<file path="config.mk">
export PLATFORM = sky130hd
export DESIGN_NAME = ddc_control
export DESIGN_NICKNAME = d
export VERILOG_FILES = /design/src/rtl/ddc_ctrl_pkg.sv /design/src/rtl/ddc_control.sv
export VERILOG_INCLUDE_DIRS = /design/src /design/src/rtl
export SDC_FILE = /design/constraint.sdc
export NUM_CORES = 2
export LEC_CHECK = 0
export BUFFER_PORTS_ARGS = -buffer_cell sky130_fd_sc_hd__clkbuf_2
export CORE_MARGIN = 2
export CORE_UTILIZATION = 40
export CTS_CLUSTER_DIAMETER = 200
export DETAILED_ROUTE_END_ITERATION = 8
export GPL_TIMING_DRIVEN = 0
export PLACE_DENSITY = 0.54
export SKIP_LAST_GASP = 1
export SYNTH_ARGS = -nofsm -noshare
export SYNTH_HDL_FRONTEND = slang
export SYNTH_HIERARCHICAL = 1
export SYNTH_SLANG_ARGS = --single-unit
</file>
<file path="constraint.sdc">
create_clock -name pclk -period 6.25 [get_ports pclk]
set_input_delay 1.25 -clock pclk [delete_from_list [all_inputs] [get_ports pclk]]
set_output_delay 1.25 -clock pclk [all_outputs]
set_load 0.005 [all_outputs]
</file>
<file path="src/rtl/ddc_ctrl_regs.svh">
// Purpose: register map, field positions and constants of the ddc control
// Assumes: registers sit one per aligned word, byte address = index * 4
// Notes: included by the package and by the bench
//
// Functional notes
// - frame clock pattern register resets to 0xffc00
// - decimation bypass picks pattern from resolution
// - averaging outputs (a+b)/2 under documented conditions
// - input select routes split, a, b, average
// - bypass bit clear skips digital features
// - one enable switches decimation for both channels
// - input select acts only with mux enabled
// - decimation code 000 bypass, 001-101 by 2..32
// - real output bit selects real, else complex
// - phase invert bit inverts oscillator phase
// - channel a mixer gain 0, 3, 6 db
// - channel b mixer gain 0, 3, 6 db
// - toggling restart a resets channel a phase
// - toggling restart b resets channel b phase
// - quarter-rate mixing on downconverter a
// - quarter-rate mixing on downconverter b
`ifndef DDC_CTRL_REGS_SVH
`define DDC_CTRL_REGS_SVH

// ---------------------------------------------------------------
// register indices and address decode
// ---------------------------------------------------------------
`define FCP_IDX 8'h20
`define DPC_IDX 8'h24
`define DEC_IDX 8'h25
`define MIX_IDX 8'h26
`define STATUS_IDX 8'h28
`define EFFPAT_IDX 8'h29
`define IDX_HI 9
`define IDX_LO 2
`define ADDR_W 12

// ---------------------------------------------------------------
// fields and reset values
// ---------------------------------------------------------------
`define FCP_W 20
`define FCP_RESET 20'hffc00
`define PAT_14 20'hfe000
`define PAT_16 20'hff000
`define PAT_18 20'hff800
`define PAT_20 20'hffc00
`define CFG_RESET 8'h00
`define DPC_MASK 8'h3e
`define DEC_MASK 8'hf9
`define MIX_MASK 8'hff
`define AVG_EN_BIT 5
`define SEL_HI 4
`define SEL_LO 3
`define BYP_BIT 2
`define DEN_BIT 1
`define MUXEN_BIT 7
`define DEC_HI 6
`define DEC_LO 4
`define REAL_BIT 3
`define PHINV_BIT 0
`define GA_HI 7
`define GA_LO 6
`define RSA_BIT 5
`define Q4A_BIT 4
`define GB_HI 3
`define GB_LO 2
`define RSB_BIT 1
`define Q4B_BIT 0
`define DEC_MAX 3'h5
`define DEC_CNT_W 5
`define LANE_W 16
`define READY_MARGIN 3

`endif

</file>
<file path="src/rtl/ddc_ctrl_pkg.sv">
// Purpose: shared types of the ddc control
// Assumes: constants come from ddc_ctrl_regs.svh
// Notes: enum orders follow the register encodings
`include "ddc_ctrl_regs.svh"
package ddc_ctrl_pkg;
	typedef enum logic [1:0] {SEL_SPLIT, SEL_A, SEL_B, SEL_AVG} input_sel_t;
	typedef enum logic [1:0] {GAIN_0DB, GAIN_3DB, GAIN_6DB, GAIN_NONE} gain_t;
	typedef enum logic [1:0] {RES_14, RES_16, RES_18, RES_20} resolution_t;
	typedef enum logic [1:0] {QP_0, QP_90, QP_180, QP_270} quarter_phase_t;
	typedef struct packed {
		logic signed [`LANE_W-1:0] i;
		logic signed [`LANE_W-1:0] q;
	} iq_t;
	typedef struct packed {
		iq_t a;
		iq_t b;
	} lane_set_t;
endpackage

</file>
<file path="src/rtl/ddc_control.sv">
// Purpose: configuration and sample path of the dual downconverter
// Assumes: samples arrive on pclk, registers over apb
// Notes: holds the output fifo module and the top module
//
// Design decision made here: the APB slave port.
`timescale 1ns/10ps
`default_nettype none

// ---------------------------------------------------------------
// output fifo
// ---------------------------------------------------------------
module sample_fifo #(
	parameter int WIDTH = 64,
	parameter int DEPTH = 32
) (
	input wire logic clk,
	input wire logic rst_n,
	input wire logic in_valid,
	output logic in_ready,
	input wire logic [WIDTH-1:0] in_data,
	output logic out_valid,
	input wire logic out_ready,
	output logic [WIDTH-1:0] out_data,
	output logic [$clog2(DEPTH+1)-1:0] level
);
	localparam int PW = $clog2(DEPTH);
	localparam int LW = $clog2(DEPTH+1);
	logic [WIDTH-1:0] mem [DEPTH];
	logic [PW-1:0] wr_ptr;
	logic [PW-1:0] rd_ptr;
	wire push = in_valid & in_ready;
	wire pop = out_valid & out_ready;
	wire wr_last = wr_ptr == PW'(DEPTH - 1);
	wire rd_last = rd_ptr == PW'(DEPTH - 1);

	assign in_ready = level != LW'(DEPTH);
	assign out_valid = level != '0;
	assign out_data = mem[rd_ptr];

	for (genvar e = 0; e < DEPTH; e++) begin : g_entry
		always_ff @(posedge clk or negedge rst_n) begin
			if (!rst_n)
				mem[e] <= '0;
			else if (push && wr_ptr == PW'(e))
				mem[e] <= in_data;
		end
	end

	always_ff @(posedge clk or negedge rst_n) begin
		if (!rst_n) begin
			wr_ptr <= '0;
			rd_ptr <= '0;
			level <= '0;
		end else begin
			if (push)
				wr_ptr <= wr_last ? '0 : wr_ptr + 1'b1;
			if (pop)
				rd_ptr <= rd_last ? '0 : rd_ptr + 1'b1;
			level <= level + LW'(push) - LW'(pop);
		end
	end
endmodule

// ---------------------------------------------------------------
// top
// ---------------------------------------------------------------
module ddc_control #(
	parameter int W = 14,
	parameter int DEPTH = 32
) (
	input wire logic pclk,
	input wire logic presetn,
	input wire logic psel,
	input wire logic penable,
	input wire logic pwrite,
	input wire logic [`ADDR_W-1:0] paddr,
	input wire logic [31:0] pwdata,
	input wire logic [3:0] pstrb,
	output logic [31:0] prdata,
	output logic pready,
	output logic pslverr,
	input wire logic signed [W-1:0] sample_a,
	input wire logic signed [W-1:0] sample_b,
	input wire logic sample_valid,
	output logic sample_ready,
	input wire ddc_ctrl_pkg::resolution_t output_resolution,
	output ddc_ctrl_pkg::lane_set_t out_data,
	output logic out_valid,
	input wire logic out_ready,
	output logic frame_clock
);
	import ddc_ctrl_pkg::*;
	localparam int LW = $clog2(DEPTH+1);

	// ---------------------------------------------------------------
	// register bus decode
	// ---------------------------------------------------------------
	logic [`FCP_W-1:0] frame_clock_pattern;
	logic [7:0] digital_path_config;
	logic [7:0] decimation_config;
	logic [7:0] mixer_config;
	logic [`FCP_W-1:0] eff_pattern;
	logic [LW-1:0] fifo_level;
	logic pat_bypass;
	logic avg_active;

	wire [7:0] idx = paddr[`IDX_HI:`IDX_LO];
	wire aligned = paddr[`IDX_LO-1:0] == '0;
	wire in_page = paddr[`ADDR_W-1:`IDX_HI+1] == '0;
	wire hit_fcp = idx == `FCP_IDX;
	wire hit_dpc = idx == `DPC_IDX;
	wire hit_dec = idx == `DEC_IDX;
	wire hit_mix = idx == `MIX_IDX;
	wire hit_sts = idx == `STATUS_IDX;
	wire hit_eff = idx == `EFFPAT_IDX;
	wire any_hit = hit_fcp | hit_dpc | hit_dec | hit_mix | hit_sts | hit_eff;
	wire mapped = aligned & in_page & any_hit;
	wire setup = psel & ~penable;
	wire wr = psel & penable & pready & pwrite & mapped;

	function automatic logic [31:0] merge(input logic [31:0] old,
		input logic [31:0] nw, input logic [3:0] strb);
		logic [31:0] r;
		r = old;
		for (int k = 0; k < 4; k++) begin
			if (strb[k])
				r[8*k +: 8] = nw[8*k +: 8];
		end
		return r;
	endfunction

	wire [31:0] fcp_word = 32'(frame_clock_pattern);
	wire [31:0] fcp_next = merge(fcp_word, pwdata, pstrb);
	wire [7:0] dpc_next = pstrb[0] ? pwdata[7:0] & `DPC_MASK
		: digital_path_config;
	wire [7:0] dec_next = pstrb[0] ? pwdata[7:0] & `DEC_MASK
		: decimation_config;
	wire [7:0] mix_next = pstrb[0] ? pwdata[7:0] & `MIX_MASK
		: mixer_config;
	wire [31:0] sts_word = {22'h0, avg_active, pat_bypass,
		8'(fifo_level)};
	wire [31:0] rd_word = hit_fcp ? fcp_word
		: hit_dpc ? 32'(digital_path_config)
		: hit_dec ? 32'(decimation_config)
		: hit_mix ? 32'(mixer_config)
		: hit_sts ? sts_word
		: hit_eff ? 32'(eff_pattern) : 32'h00000000;

	// one wait-free access phase: pready is up during every access phase
	always_ff @(posedge pclk or negedge presetn) begin
		if (!presetn) begin
			pready <= 1'b0;
			pslverr <= 1'b0;
			prdata <= '0;
		end else begin
			pready <= setup;
			pslverr <= setup & ~mapped;
			prdata <= (setup & ~pwrite & mapped) ? rd_word : '0;
		end
	end

	always_ff @(posedge pclk or negedge presetn) begin
		if (!presetn) begin
			frame_clock_pattern <= `FCP_RESET;
			digital_path_config <= `CFG_RESET;
			decimation_config <= `CFG_RESET;
			mixer_config <= `CFG_RESET;
		end else if (wr) begin
			if (hit_fcp)
				frame_clock_pattern <= fcp_next[`FCP_W-1:0];
			if (hit_dpc)
				digital_path_config <= dpc_next;
			if (hit_dec)
				decimation_config <= dec_next;
			if (hit_mix)
				mixer_config <= mix_next;
		end
	end

	// ---------------------------------------------------------------
	// configuration fields
	// ---------------------------------------------------------------
	wire avg_en = digital_path_config[`AVG_EN_BIT];
	wire [1:0] sel_raw = digital_path_config[`SEL_HI:`SEL_LO];
	wire features = digital_path_config[`BYP_BIT];
	wire downconverter_enable = digital_path_config[`DEN_BIT];
	wire mux_en = decimation_config[`MUXEN_BIT];
	wire [2:0] dec_code = decimation_config[`DEC_HI:`DEC_LO];
	wire real_out = decimation_config[`REAL_BIT];
	wire phase_inv = decimation_config[`PHINV_BIT];
	wire [1:0] gain_a = mixer_config[`GA_HI:`GA_LO];
	wire restart_a = mixer_config[`RSA_BIT];
	wire q4_a = mixer_config[`Q4A_BIT];
	wire [1:0] gain_b = mixer_config[`GB_HI:`GB_LO];
	wire restart_b = mixer_config[`RSB_BIT];
	wire q4_b = mixer_config[`Q4B_BIT];

	// ---------------------------------------------------------------
	// input mux and averaging
	// ---------------------------------------------------------------
	input_sel_t sel_eff;
	assign sel_eff = mux_en ? input_sel_t'(sel_raw) : SEL_SPLIT;
	wire use_avg = sel_eff == SEL_AVG && avg_en;
	wire signed [`LANE_W-1:0] ext_a = `LANE_W'(sample_a);
	wire signed [`LANE_W-1:0] ext_b = `LANE_W'(sample_b);
	wire signed [`LANE_W-1:0] sum_ab = ext_a + ext_b;
	wire signed [`LANE_W-1:0] avg_ab = sum_ab >>> 1;
	// sel 11 without averaging enabled falls back to the split routing
	wire signed [`LANE_W-1:0] route_a = sel_eff == SEL_B ? ext_b
		: use_avg ? avg_ab : ext_a;
	wire signed [`LANE_W-1:0] route_b = sel_eff == SEL_A ? ext_a
		: use_avg ? avg_ab : ext_b;
	assign avg_active = use_avg & downconverter_enable & features;

	// ---------------------------------------------------------------
	// mixer: quarter-rate oscillator, phase invert and gain
	// ---------------------------------------------------------------
	quarter_phase_t phase_a;
	quarter_phase_t phase_b;
	logic restart_a_seen;
	logic restart_b_seen;

	function automatic iq_t quarter_mix(input logic signed [`LANE_W-1:0] x,
		input quarter_phase_t ph, input logic en, input logic inv);
		iq_t r;
		r.i = x;
		r.q = '0;
		if (en) begin
			unique case (ph)
				QP_0: r.i = x;
				QP_90: begin
					r.i = '0;
					r.q = -x;
				end
				QP_180: r.i = -x;
				QP_270: begin
					r.i = '0;
					r.q = x;
				end
			endcase
		end
		if (inv)
			r.q = -r.q;
		return r;
	endfunction

	function automatic logic signed [`LANE_W-1:0] apply_gain(
		input logic signed [`LANE_W-1:0] x, input logic [1:0] g);
		logic signed [`LANE_W-1:0] r;
		r = x;
		unique case (gain_t'(g))
			GAIN_0DB: r = x;
			GAIN_3DB: r = x + (x >>> 2) + (x >>> 3);
			GAIN_6DB: r = x <<< 1;
			GAIN_NONE: r = x;
		endcase
		return r;
	endfunction

	wire dec_valid = dec_code != '0 && dec_code <= `DEC_MAX;
	wire dec_on = features & downconverter_enable & dec_valid;
	wire mix_on = features & downconverter_enable & ~real_out;
	iq_t mix_a;
	iq_t mix_b;
	assign mix_a = quarter_mix(route_a, phase_a, q4_a, phase_inv);
	assign mix_b = quarter_mix(route_b, phase_b, q4_b, phase_inv);
	iq_t gmix_a;
	iq_t gmix_b;
	assign gmix_a = '{i: apply_gain(mix_a.i, gain_a),
		q: apply_gain(mix_a.q, gain_a)};
	assign gmix_b = '{i: apply_gain(mix_b.i, gain_b),
		q: apply_gain(mix_b.q, gain_b)};
	lane_set_t lanes;
	assign lanes = !features
		? lane_set_t'{a: '{ext_a, '0}, b: '{ext_b, '0}}
		: mix_on ? lane_set_t'{a: gmix_a, b: gmix_b}
		: lane_set_t'{a: '{route_a, '0}, b: '{route_b, '0}};

	// ---------------------------------------------------------------
	// decimation and sample stage
	// ---------------------------------------------------------------
	logic [`DEC_CNT_W-1:0] dec_cnt;
	lane_set_t stage;
	logic stage_valid;
	logic fifo_in_ready;
	wire [`DEC_CNT_W:0] ratio = (`DEC_CNT_W+1)'(1) << dec_code;
	wire [`DEC_CNT_W-1:0] ratio_m1 = `DEC_CNT_W'(ratio - 1'b1);
	wire take = sample_valid & sample_ready;
	wire emit = !dec_on || dec_cnt == ratio_m1;
	wire rs_a_tog = restart_a != restart_a_seen;
	wire rs_b_tog = restart_b != restart_b_seen;

	always_ff @(posedge pclk or negedge presetn) begin
		if (!presetn) begin
			dec_cnt <= '0;
			phase_a <= QP_0;
			phase_b <= QP_0;
			restart_a_seen <= 1'b0;
			restart_b_seen <= 1'b0;
		end else begin
			restart_a_seen <= restart_a;
			restart_b_seen <= restart_b;
			if (!dec_on)
				dec_cnt <= '0;
			else if (take)
				dec_cnt <= emit ? '0 : dec_cnt + 1'b1;
			if (rs_a_tog)
				phase_a <= QP_0;
			else if (take)
				phase_a <= quarter_phase_t'(phase_a + 2'b01);
			if (rs_b_tog)
				phase_b <= QP_0;
			else if (take)
				phase_b <= quarter_phase_t'(phase_b + 2'b01);
		end
	end

	// stage drains whenever the fifo has room; sample_ready follows the fifo margin
	always_ff @(posedge pclk or negedge presetn) begin
		if (!presetn) begin
			stage <= '0;
			stage_valid <= 1'b0;
			sample_ready <= 1'b0;
		end else begin
			if (take && emit) begin
				stage <= lanes;
				stage_valid <= 1'b1;
			end else if (fifo_in_ready) begin
				stage_valid <= 1'b0;
			end
			sample_ready <= fifo_level < LW'(DEPTH - `READY_MARGIN);
		end
	end

	sample_fifo #(
		.WIDTH($bits(lane_set_t)),
		.DEPTH(DEPTH)
	) u_fifo (
		.clk(pclk),
		.rst_n(presetn),
		.in_valid(stage_valid),
		.in_ready(fifo_in_ready),
		.in_data(stage),
		.out_valid(out_valid),
		.out_ready(out_ready),
		.out_data(out_data),
		.level(fifo_level)
	);

	// ---------------------------------------------------------------
	// frame clock pattern
	// ---------------------------------------------------------------
	logic [4:0] fc_idx;
	logic [`FCP_W-1:0] auto_pat;
	assign pat_bypass = ~dec_on;
	always_comb begin
		unique case (output_resolution)
			RES_14: auto_pat = `PAT_14;
			RES_16: auto_pat = `PAT_16;
			RES_18: auto_pat = `PAT_18;
			RES_20: auto_pat = `PAT_20;
		endcase
	end
	wire fc_last = fc_idx == 5'(`FCP_W - 1);

	always_ff @(posedge pclk or negedge presetn) begin
		if (!presetn) begin
			eff_pattern <= `FCP_RESET;
			fc_idx <= '0;
			frame_clock <= 1'b0;
		end else begin
			eff_pattern <= pat_bypass ? auto_pat : frame_clock_pattern;
			fc_idx <= fc_last ? '0 : fc_idx + 1'b1;
			frame_clock <= eff_pattern[5'(`FCP_W - 1) - fc_idx];
		end
	end

	// ---------------------------------------------------------------
	// checks
	// ---------------------------------------------------------------
	a_auto_pattern: assert property (@(posedge pclk) disable iff (!presetn)
		presetn && !dec_on |=> eff_pattern == $past(auto_pat))
		else $error("bypass pattern not taken from resolution");
	a_manual_pattern: assert property (@(posedge pclk) disable iff (!presetn)
		dec_on |=> eff_pattern == $past(frame_clock_pattern))
		else $error("manual pattern not used in decimation");
	a_restart_a: assert property (@(posedge pclk) disable iff (!presetn)
		$changed(restart_a) |-> ##1 phase_a == QP_0)
		else $error("channel a phase not reset on toggle");
	a_restart_b: assert property (@(posedge pclk) disable iff (!presetn)
		$changed(restart_b) |-> ##1 phase_b == QP_0)
		else $error("channel b phase not reset on toggle");
	a_path_bypass: assert property (@(posedge pclk) disable iff (!presetn)
		take && !features |=> stage_valid && stage.a.i == $past(ext_a)
			&& stage.b.i == $past(ext_b))
		else $error("bypassed sample altered");
	a_mux_off: assert property (@(posedge pclk) disable iff (!presetn)
		take && features && !mux_en && downconverter_enable && real_out && !dec_on
			|=> stage.a.i == $past(ext_a) && stage.b.i == $past(ext_b))
		else $error("disabled mux changed routing");
	a_real_q: assert property (@(posedge pclk) disable iff (!presetn)
		take && emit && features && real_out |=> stage.a.q == '0
			&& stage.b.q == '0)
		else $error("real decimation produced imaginary part");
	a_avg_route: assert property (@(posedge pclk) disable iff (!presetn)
		take && avg_active && real_out && !dec_on
			|=> stage.a.i == stage.b.i
			&& stage.a.i == ($past(sum_ab) >>> 1))
		else $error("average not routed to both");
	a_dec_spacing: assert property (@(posedge pclk) disable iff (!presetn)
		take && dec_on && dec_cnt != ratio_m1 |=> $stable(stage))
		else $error("decimator emitted early");
	a_ready_margin: assert property (@(posedge pclk) disable iff (!presetn)
		fifo_level >= LW'(DEPTH - `READY_MARGIN) |=> !sample_ready)
		else $error("ready held with fifo nearly full");
	a_q4_off: assert property (@(posedge pclk) disable iff (!presetn)
		take && emit && mix_on && !q4_a && !q4_b |=> stage.a.q == '0
			&& stage.b.q == '0)
		else $error("quarter mixing active while disabled");
	a_gain_6db: assert property (@(posedge pclk) disable iff (!presetn)
		take && emit && mix_on && !q4_a && gain_a == 2'b10
			|=> stage.a.i == ($past(route_a) <<< 1))
		else $error("channel a gain wrong");
	a_gain_b_none: assert property (@(posedge pclk) disable iff (!presetn)
		take && emit && mix_on && !q4_b && gain_b == 2'b00
			|=> stage.b.i == $past(route_b))
		else $error("channel b gain wrong");
	a_inv_q: assert property (@(posedge pclk) disable iff (!presetn)
		take && emit && mix_on && q4_a && phase_a == QP_90 && gain_a == 2'b00
			|=> stage.a.q == ($past(phase_inv) ? $past(route_a)
			: -$past(route_a)))
		else $error("phase invert not applied");
endmodule

`default_nettype wire

</file>
# After elaboration in Yosys (flattened, before gate mapping)
# Cells that the tools add are included.
totals:
  reg_bits: 2228
  inputBits: 85
  out_inout_bits: 101
  word_cells: 282
op_classes:
  addsub: 23
  magnitude_cmp: 4
  eq_ne: 62
  shift: 1
  mux: 45
  n_bitwise: 29
  n_reduce_logical: 60
ops:
  columns: ["operator", "n"]
  rows:
  - ["$bmux 64 s5", 1]
  - ["$pmux 16 s3", 6]
  - ["$mux 64", 4]
  - ["$mux 20", 8]
  - ["$mux 16", 6]
  - ["$eq 5x5->1 const B", 18]
  - ["$pmux 20 s4", 1]
  - ["$add 16x13->16", 4]
  - ["$add 16x14->16", 4]
  - ["$mux 32", 2]
  - ["$neg 16->16", 4]
  - ["$pmux 16 s2", 2]
  - ["$eq 8x6->1 const B", 6]
  - ["$eq 5x4->1 const B", 8]
  - ["$logic_and 1x1->1", 35]
  - ["$mux 5", 6]
  - ["$eq 2x2->1 const B", 12]
  - ["$add 5x1->5 const B", 4]
  - ["$eq 5x3->1 const B", 4]
  - ["$and 1x1->1", 18]
  - ["$reduce_and 3->1", 6]
  - ["$add 14x14->15", 1]
  - ["$logic_not 2->1", 7]
  - ["$eq 2x1->1 const B", 6]
  - ["29 further kinds", 51]

# Longest topological paths before layout
logic_depth:
  depth_word: 15
  mapped_depth: 34
  depth_no_buf: 33

# By module
# Netlist, hierarchy kept.
by_module_without_submodules:
  columns: ["module", "instances", "cells_per_inst", "area_per_inst_um2", "seq_area_each_um2"]
  rows:
  - ["sample_fifo", 1, 6598, 95270.1, 51649.5]
  - ["ddc_control", 1, 1854, 15783.9, 4129.0]

# Least setup slack after synthesis
# OpenSTA, ideal clock, no wires.
synth_timing:
  path_type: "input-to-reg"
  from: "input port sample_a[0]"
  to: "register stage[46] in the netlist's numbering"
  setup_time_ps: 87
  arrival_time_ps: 7161
  t_required_ps: 6163
  setup_slack_ps: -998
  path_stages: 29
  n_path_buf: 0
  path_cell_list: "and2_1 fa_1 nand4b_1 o21ai_0 a221oi_1 inv_1 ha_1 nand2_1 o21ai_0 inv_1 ha_1 nand2_1 or2_2 or4b_1 nor3_1 nor2_1 xnor2_1 inv_1 fa_1 inv_1 ha_1 o21a_1 o31a_1 o41ai_1 o21bai_1 a21oi_1 xnor2_1 o21ai_0 a22oi_1"
synth_via:
  elab_chain_len: 13
synth_rtl:
  columns: ["item", "line", "text"]
  rows:
  - ["start: declaration", "ddc_control.sv:82", "input wire logic signed [W-1:0] sample_a,"]
  - ["$add 14x14->15", "ddc_control.sv:206", "wire signed [`LANE_W-1:0] sum_ab = ext_a + ext_b;"]
  - ["$mux 16 *", "ddc_control.sv:210", ": use_avg ? avg_ab : ext_a;"]
  - ["$mux 16 *", "ddc_control.sv:209", "wire signed [`LANE_W-1:0] route_a = sel_eff == SEL_B ? ext_b"]
  - ["$neg 16->16", "ddc_control.sv:233", "r.q = -x;"]
  - ["$pmux 16 s2 *", "ddc_control.sv:229", "unique case (ph)"]
  - ["$mux 32 *", "ddc_control.sv:228", "if (en) begin"]
  - ["$neg 16->16", "ddc_control.sv:243", "r.q = -r.q;"]
  - ["$mux 16 *", "ddc_control.sv:242", "if (inv)"]
  - ["$add 16x14->16", "ddc_control.sv:253", "GAIN_3DB: r = x + (x >>> 2) + (x >>> 3);"]
  - ["$add 16x13->16", "ddc_control.sv:253", null]
  - ["$pmux 16 s3 *", "ddc_control.sv:251", "unique case (gain_t'(g))"]
  - ["$mux 64 *", "ddc_control.sv:276", ": mix_on ? lane_set_t'{a: gmix_a, b: gmix_b}"]
  - ["$mux 64 *", "ddc_control.sv:275", "? lane_set_t'{a: '{ext_a, '0}, b: '{ext_b, '0}}"]
  - ["end signal: assignment", "ddc_control.sv:326", "stage <= lanes;"]
  - ["end: declaration", "ddc_control.sv:283", "lane_set_t stage;"]
# Mark *: on every way between the ends. The rest lies on a longest branch, timed or not.
# A chain may end at the register's enable or synchronous reset.

# Worst setup path in the final report
layout_timing:
  from: "input port sample_a[0]"
  to: "register stage[15] in the netlist's numbering"
layout_via:
  elab_chain_len: 13
layout_rtl:
  columns: ["item", "line", "text"]
  rows:
  - ["$add 14x14->15", "ddc_control.sv:206", null]
  - ["$mux 16", "ddc_control.sv:212", ": use_avg ? avg_ab : ext_b;"]
  - ["$mux 16 *", "ddc_control.sv:211", "wire signed [`LANE_W-1:0] route_b = sel_eff == SEL_A ? ext_a"]
  - ["$neg 16->16", "ddc_control.sv:233", null]
  - ["$pmux 16 s2 *", "ddc_control.sv:229", null]
  - ["$mux 32 *", "ddc_control.sv:228", null]
  - ["$neg 16->16", "ddc_control.sv:243", null]
  - ["$mux 16 *", "ddc_control.sv:242", null]
  - ["$add 16x14->16", "ddc_control.sv:253", null]
  - ["$add 16x13->16", "ddc_control.sv:253", null]
  - ["$pmux 16 s3 *", "ddc_control.sv:251", null]
  - ["$mux 64 *", "ddc_control.sv:276", null]
  - ["$mux 64 *", "ddc_control.sv:275", null]
# Marked as above.

==> impl_metrics.toml <==
[place]
hpwlAfterDp_mm = 265
gp_congestion = 0.920
dpl-instance-area_mm2 = 0.118
port_buffers = 158

[die]
initial_core_util_pct = 40.2
die-area_mm2 = 0.282
die_h_um = 531
num_rows = 193
boundaryPins = 186
core-area_mm2 = 0.276
die_x_um = 531

[cells_and_area]
final_area_mm2 = 0.128
final_common_cell = "dfrtp_1"
final_util_pct = 46.4
final_cell_mix = "dfrtp_1 (2,208), mux2_2 (1,919), mux2i_1 (1,038)"
layout-drive-gt1-share_pct = 36.3
nets = 9280
area_delta_synth_final_pct = 15.4

[sta]
hold_viol = 0
min_period_ns = 6.43
fin_ws_ns = -0.178
setup_viol = 7
min_period_over_period_pct = 103
worst_pin_slew_ns = 1.51
rsz0062_at_grt = "yes"
fin_skew_ns = 0.104
slew_headroom_pct = -0.819
fmax_mhz = 156
setup_tns_ns = -0.469
slew_viol_final = 22

[power_and_ir_drop]
p_leak_uw = 0.0612
p_total_uw = 46500
peakVddDrop_mv = 0.300
power_density_mw_per_mm2 = 363

[route]
post_drt_wl_per_cell_um = 28.5
ant_nets = 0
wl_mm = 369
vias = 74133
drtIter0Drc = 6032
drcViolationCount = 0
drtPass1Iterations = 6
viasPerCell = 5.73

[global_route]
antenna_found_initial = 24
grt_usage_pct = 25.9
grt_pass1_vias = 76414
grt_start_max_net_pins = 117
grt_pass1_wl_mm = 535
gr-total-overflow = 0

[synth]
synth-compound-area-share_pct = 7.39
ys.flop_type = "dfrtp_1"
yosysWarnings = 6
synthXorXnorAreaFrac_pct = 0.928
ys_seq_area_share_pct = 50.2
synth.area.mux_share_pct = 30.8
syn_inst = 8452
synth.ff_latch_count = 2228
syn_area_mm2 = 0.111
synth_fa_ha_area_share_pct = 2.18
syn_area_per_cell_um2 = 13.1
synth_cell_types = 109
synth_edf_count = 0
synth_simple_gate_area_share_pct = 4.15
synth_top_family_by_area = "multiplexers"
async_flop_share_pct = 100

[clock_tree]
clockBufferDepth = 4
clkLatencyLatePin_ns = 0.96
numCtsBuffers = 246
h-tree-depth = 4
clock_sinks = 2228
clk_pin_slew_ns = 0.06
hold_buffers = 0
cts_root_buffer = "clkbuf_16"
cts_tree = "yes"

[min_path]
hold_path_class = "input port to asynchronous set/reset pin"

[setup_path]
slowest_delay_ns = 0.57
crit_arrival_ns = 7.20
critical_path_class = "input port to flip-flop"
worstSetupEndpointType = "flip-flop"
worst_setup_path_start_kind = "input port"
critPathSlowestCell = "or4_4"
crit_top_cell = "a21oi_2"
worstPathRequired_ns = 7.03
cp_max_fo = 6

[run_status]
violations = "capacitance limit, slew limit, setup timing"
outcome = "complete, but fails checks"

[run]
drv_cap = 2
==> through the flow <==
step	cells	hold WS (ns)	setup WS [ns]
2_1_floorplan	8463	0.406	-0.547
3_3_place_gp	12326	0.465	-51.25
3_5_place_dp	12352	0.471	-2.00
4_1_cts	12873	0.231	-0.0468
5_1_grt	12927	0.274	-0.360
6_report	12939	0.274	-0.178
==> sequential cells by signal, indices dropped and copies added (netlist names) <==
signal,count
sample_ready,1
digital_path_config,5
frame_clock_pattern,20
stage,64
u_fifo/wr_ptr,5
mixer_config,8
phase_b,2
u_fifo/rd_ptr,5
pslverr,1
phase_a,2
u_fifo/mem,2048
restart_a_seen,1
frame_clock,1
u_fifo/level,6
fc_idx,5
decimation_config,6
dec_cnt,5
restart_b_seen,1
stage_valid,1
eff_pattern,20
prdata,20
pready,1
==> layer usage <==
metal	track usage, %	wire, um
met2	40.8	169000
met1	36.2	166000
met3	3.86	20200
met5	0	41
met4	9.23	13900
==> report_power, final <==
group / internal [uW] / switching, uW
Clock: 8330 / 5980
Sequential: 16300 / 1380
Combinational: 5330 / 9130
==> final timing paths <==
| check | cells past startpoint | startpoint | endpoint | slack [ns] |
|---|---|---|---|---|
| min | 1 | presetn | prdata[18] | 0.27 |
| min reg2reg | 0 | mixer_config[5] | restart_a_seen | 0.48 |
| max in group asynchronous | 6 | presetn | u_fifo/mem[1045] | 2.79 |
| max | 30 | sample_a[0] | stage[15] | -0.18 |
| max reg2reg | 27 | decimation_config[7] | stage[15] | 0.06 |
| min in group pclk | 0 | mixer_config[5] | restart_a_seen | 0.48 |
==> cells by family after synthesis <==
family | count (synthesis)
multiplexers | 3138
flip-flops | 2228
AO/OA/AOI/OAI | 1142
buffers and inverters | 860
AND/OR/NAND/NOR | 802
adder cells (fa/ha/maj) | 165
XOR/XNOR | 116
other | 1
==> cell type report <==
type                            count  area, um^2
Sequential cell                  2228       55800
Fill cell                       24966      148000
Buffer                            733        4370
Inverter                          118         448
Timing Repair Buffer              328        2660
Clock buffer                      379        7300
Antenna cell                       13        32.5
Clock inverter                     60         594
Multi-Input combinational cell   5375       52300
Tap cell                         3705        4640
==> synth_stat cells (10+ instances only) <==
cell type / n / share of area (%)
buf_1: 23 / 0.078
ha_1: 117 / 1.3
xor2_1: 46 / 0.36
dfstp_2: 20 / 0.47
nor2_1: 210 / 0.71
nand4_1: 141 / 0.79
dfrtp_1: 2208 / 50
a21oi_1: 128 / 0.58
nand2b_1: 26 / 0.15
mux2_1: 151 / 1.5
a22oi_1: 534 / 3.6
o21ai_0: 133 / 0.60
xnor2_1: 68 / 0.54
nand3_1: 49 / 0.22
o22ai_1: 28 / 0.16
o31ai_1: 13 / 0.088
a211oi_1: 22 / 0.15
or2_2: 10 / 0.056
buf_4: 20 / 0.14
clkbuf_1: 379 / 1.3
buf_6: 177 / 1.8
mux2_4: 20 / 0.27
buf_2: 141 / 0.64
fa_1: 48 / 0.87
a22o_1: 23 / 0.18
inv_1: 116 / 0.39
o211ai_1: 11 / 0.074
and2_1: 25 / 0.14
a21o_1: 30 / 0.20
mux2_2: 1921 / 19
nor3_1: 37 / 0.17
o21a_1: 22 / 0.15
nor2b_1: 14 / 0.079
mux2i_1: 1040 / 9.4
a221oi_1: 56 / 0.44
and3_1: 13 / 0.073
nor2_8: 24 / 0.43
a221o_1: 30 / 0.27
nand2_1: 172 / 0.58
a31oi_1: 13 / 0.073
==> worst max-delay path, delay by kind of cell <==
| family | cells | cell delay, ns |
|---|---|---|
| buffers and inverters | 5 | 0.66 |
| AOI/OAI and AO/OA | 12 | 1.98 |
| xor gates and xnor gates | 2 | 0.43 |
| muxes | 1 | 0.09 |
| adders and majority gates | 4 | 1.40 |
| and+or+nand+nor | 6 | 1.37 |
==> what timing repair did <==
action	CTS	global route
gates resized for setup	137	160
endpoints found under the setup margin	38	32
setup buffers	88	58
pin swaps	72	144
gates cloned	0	0
Power figures use the tool's default switching activity.
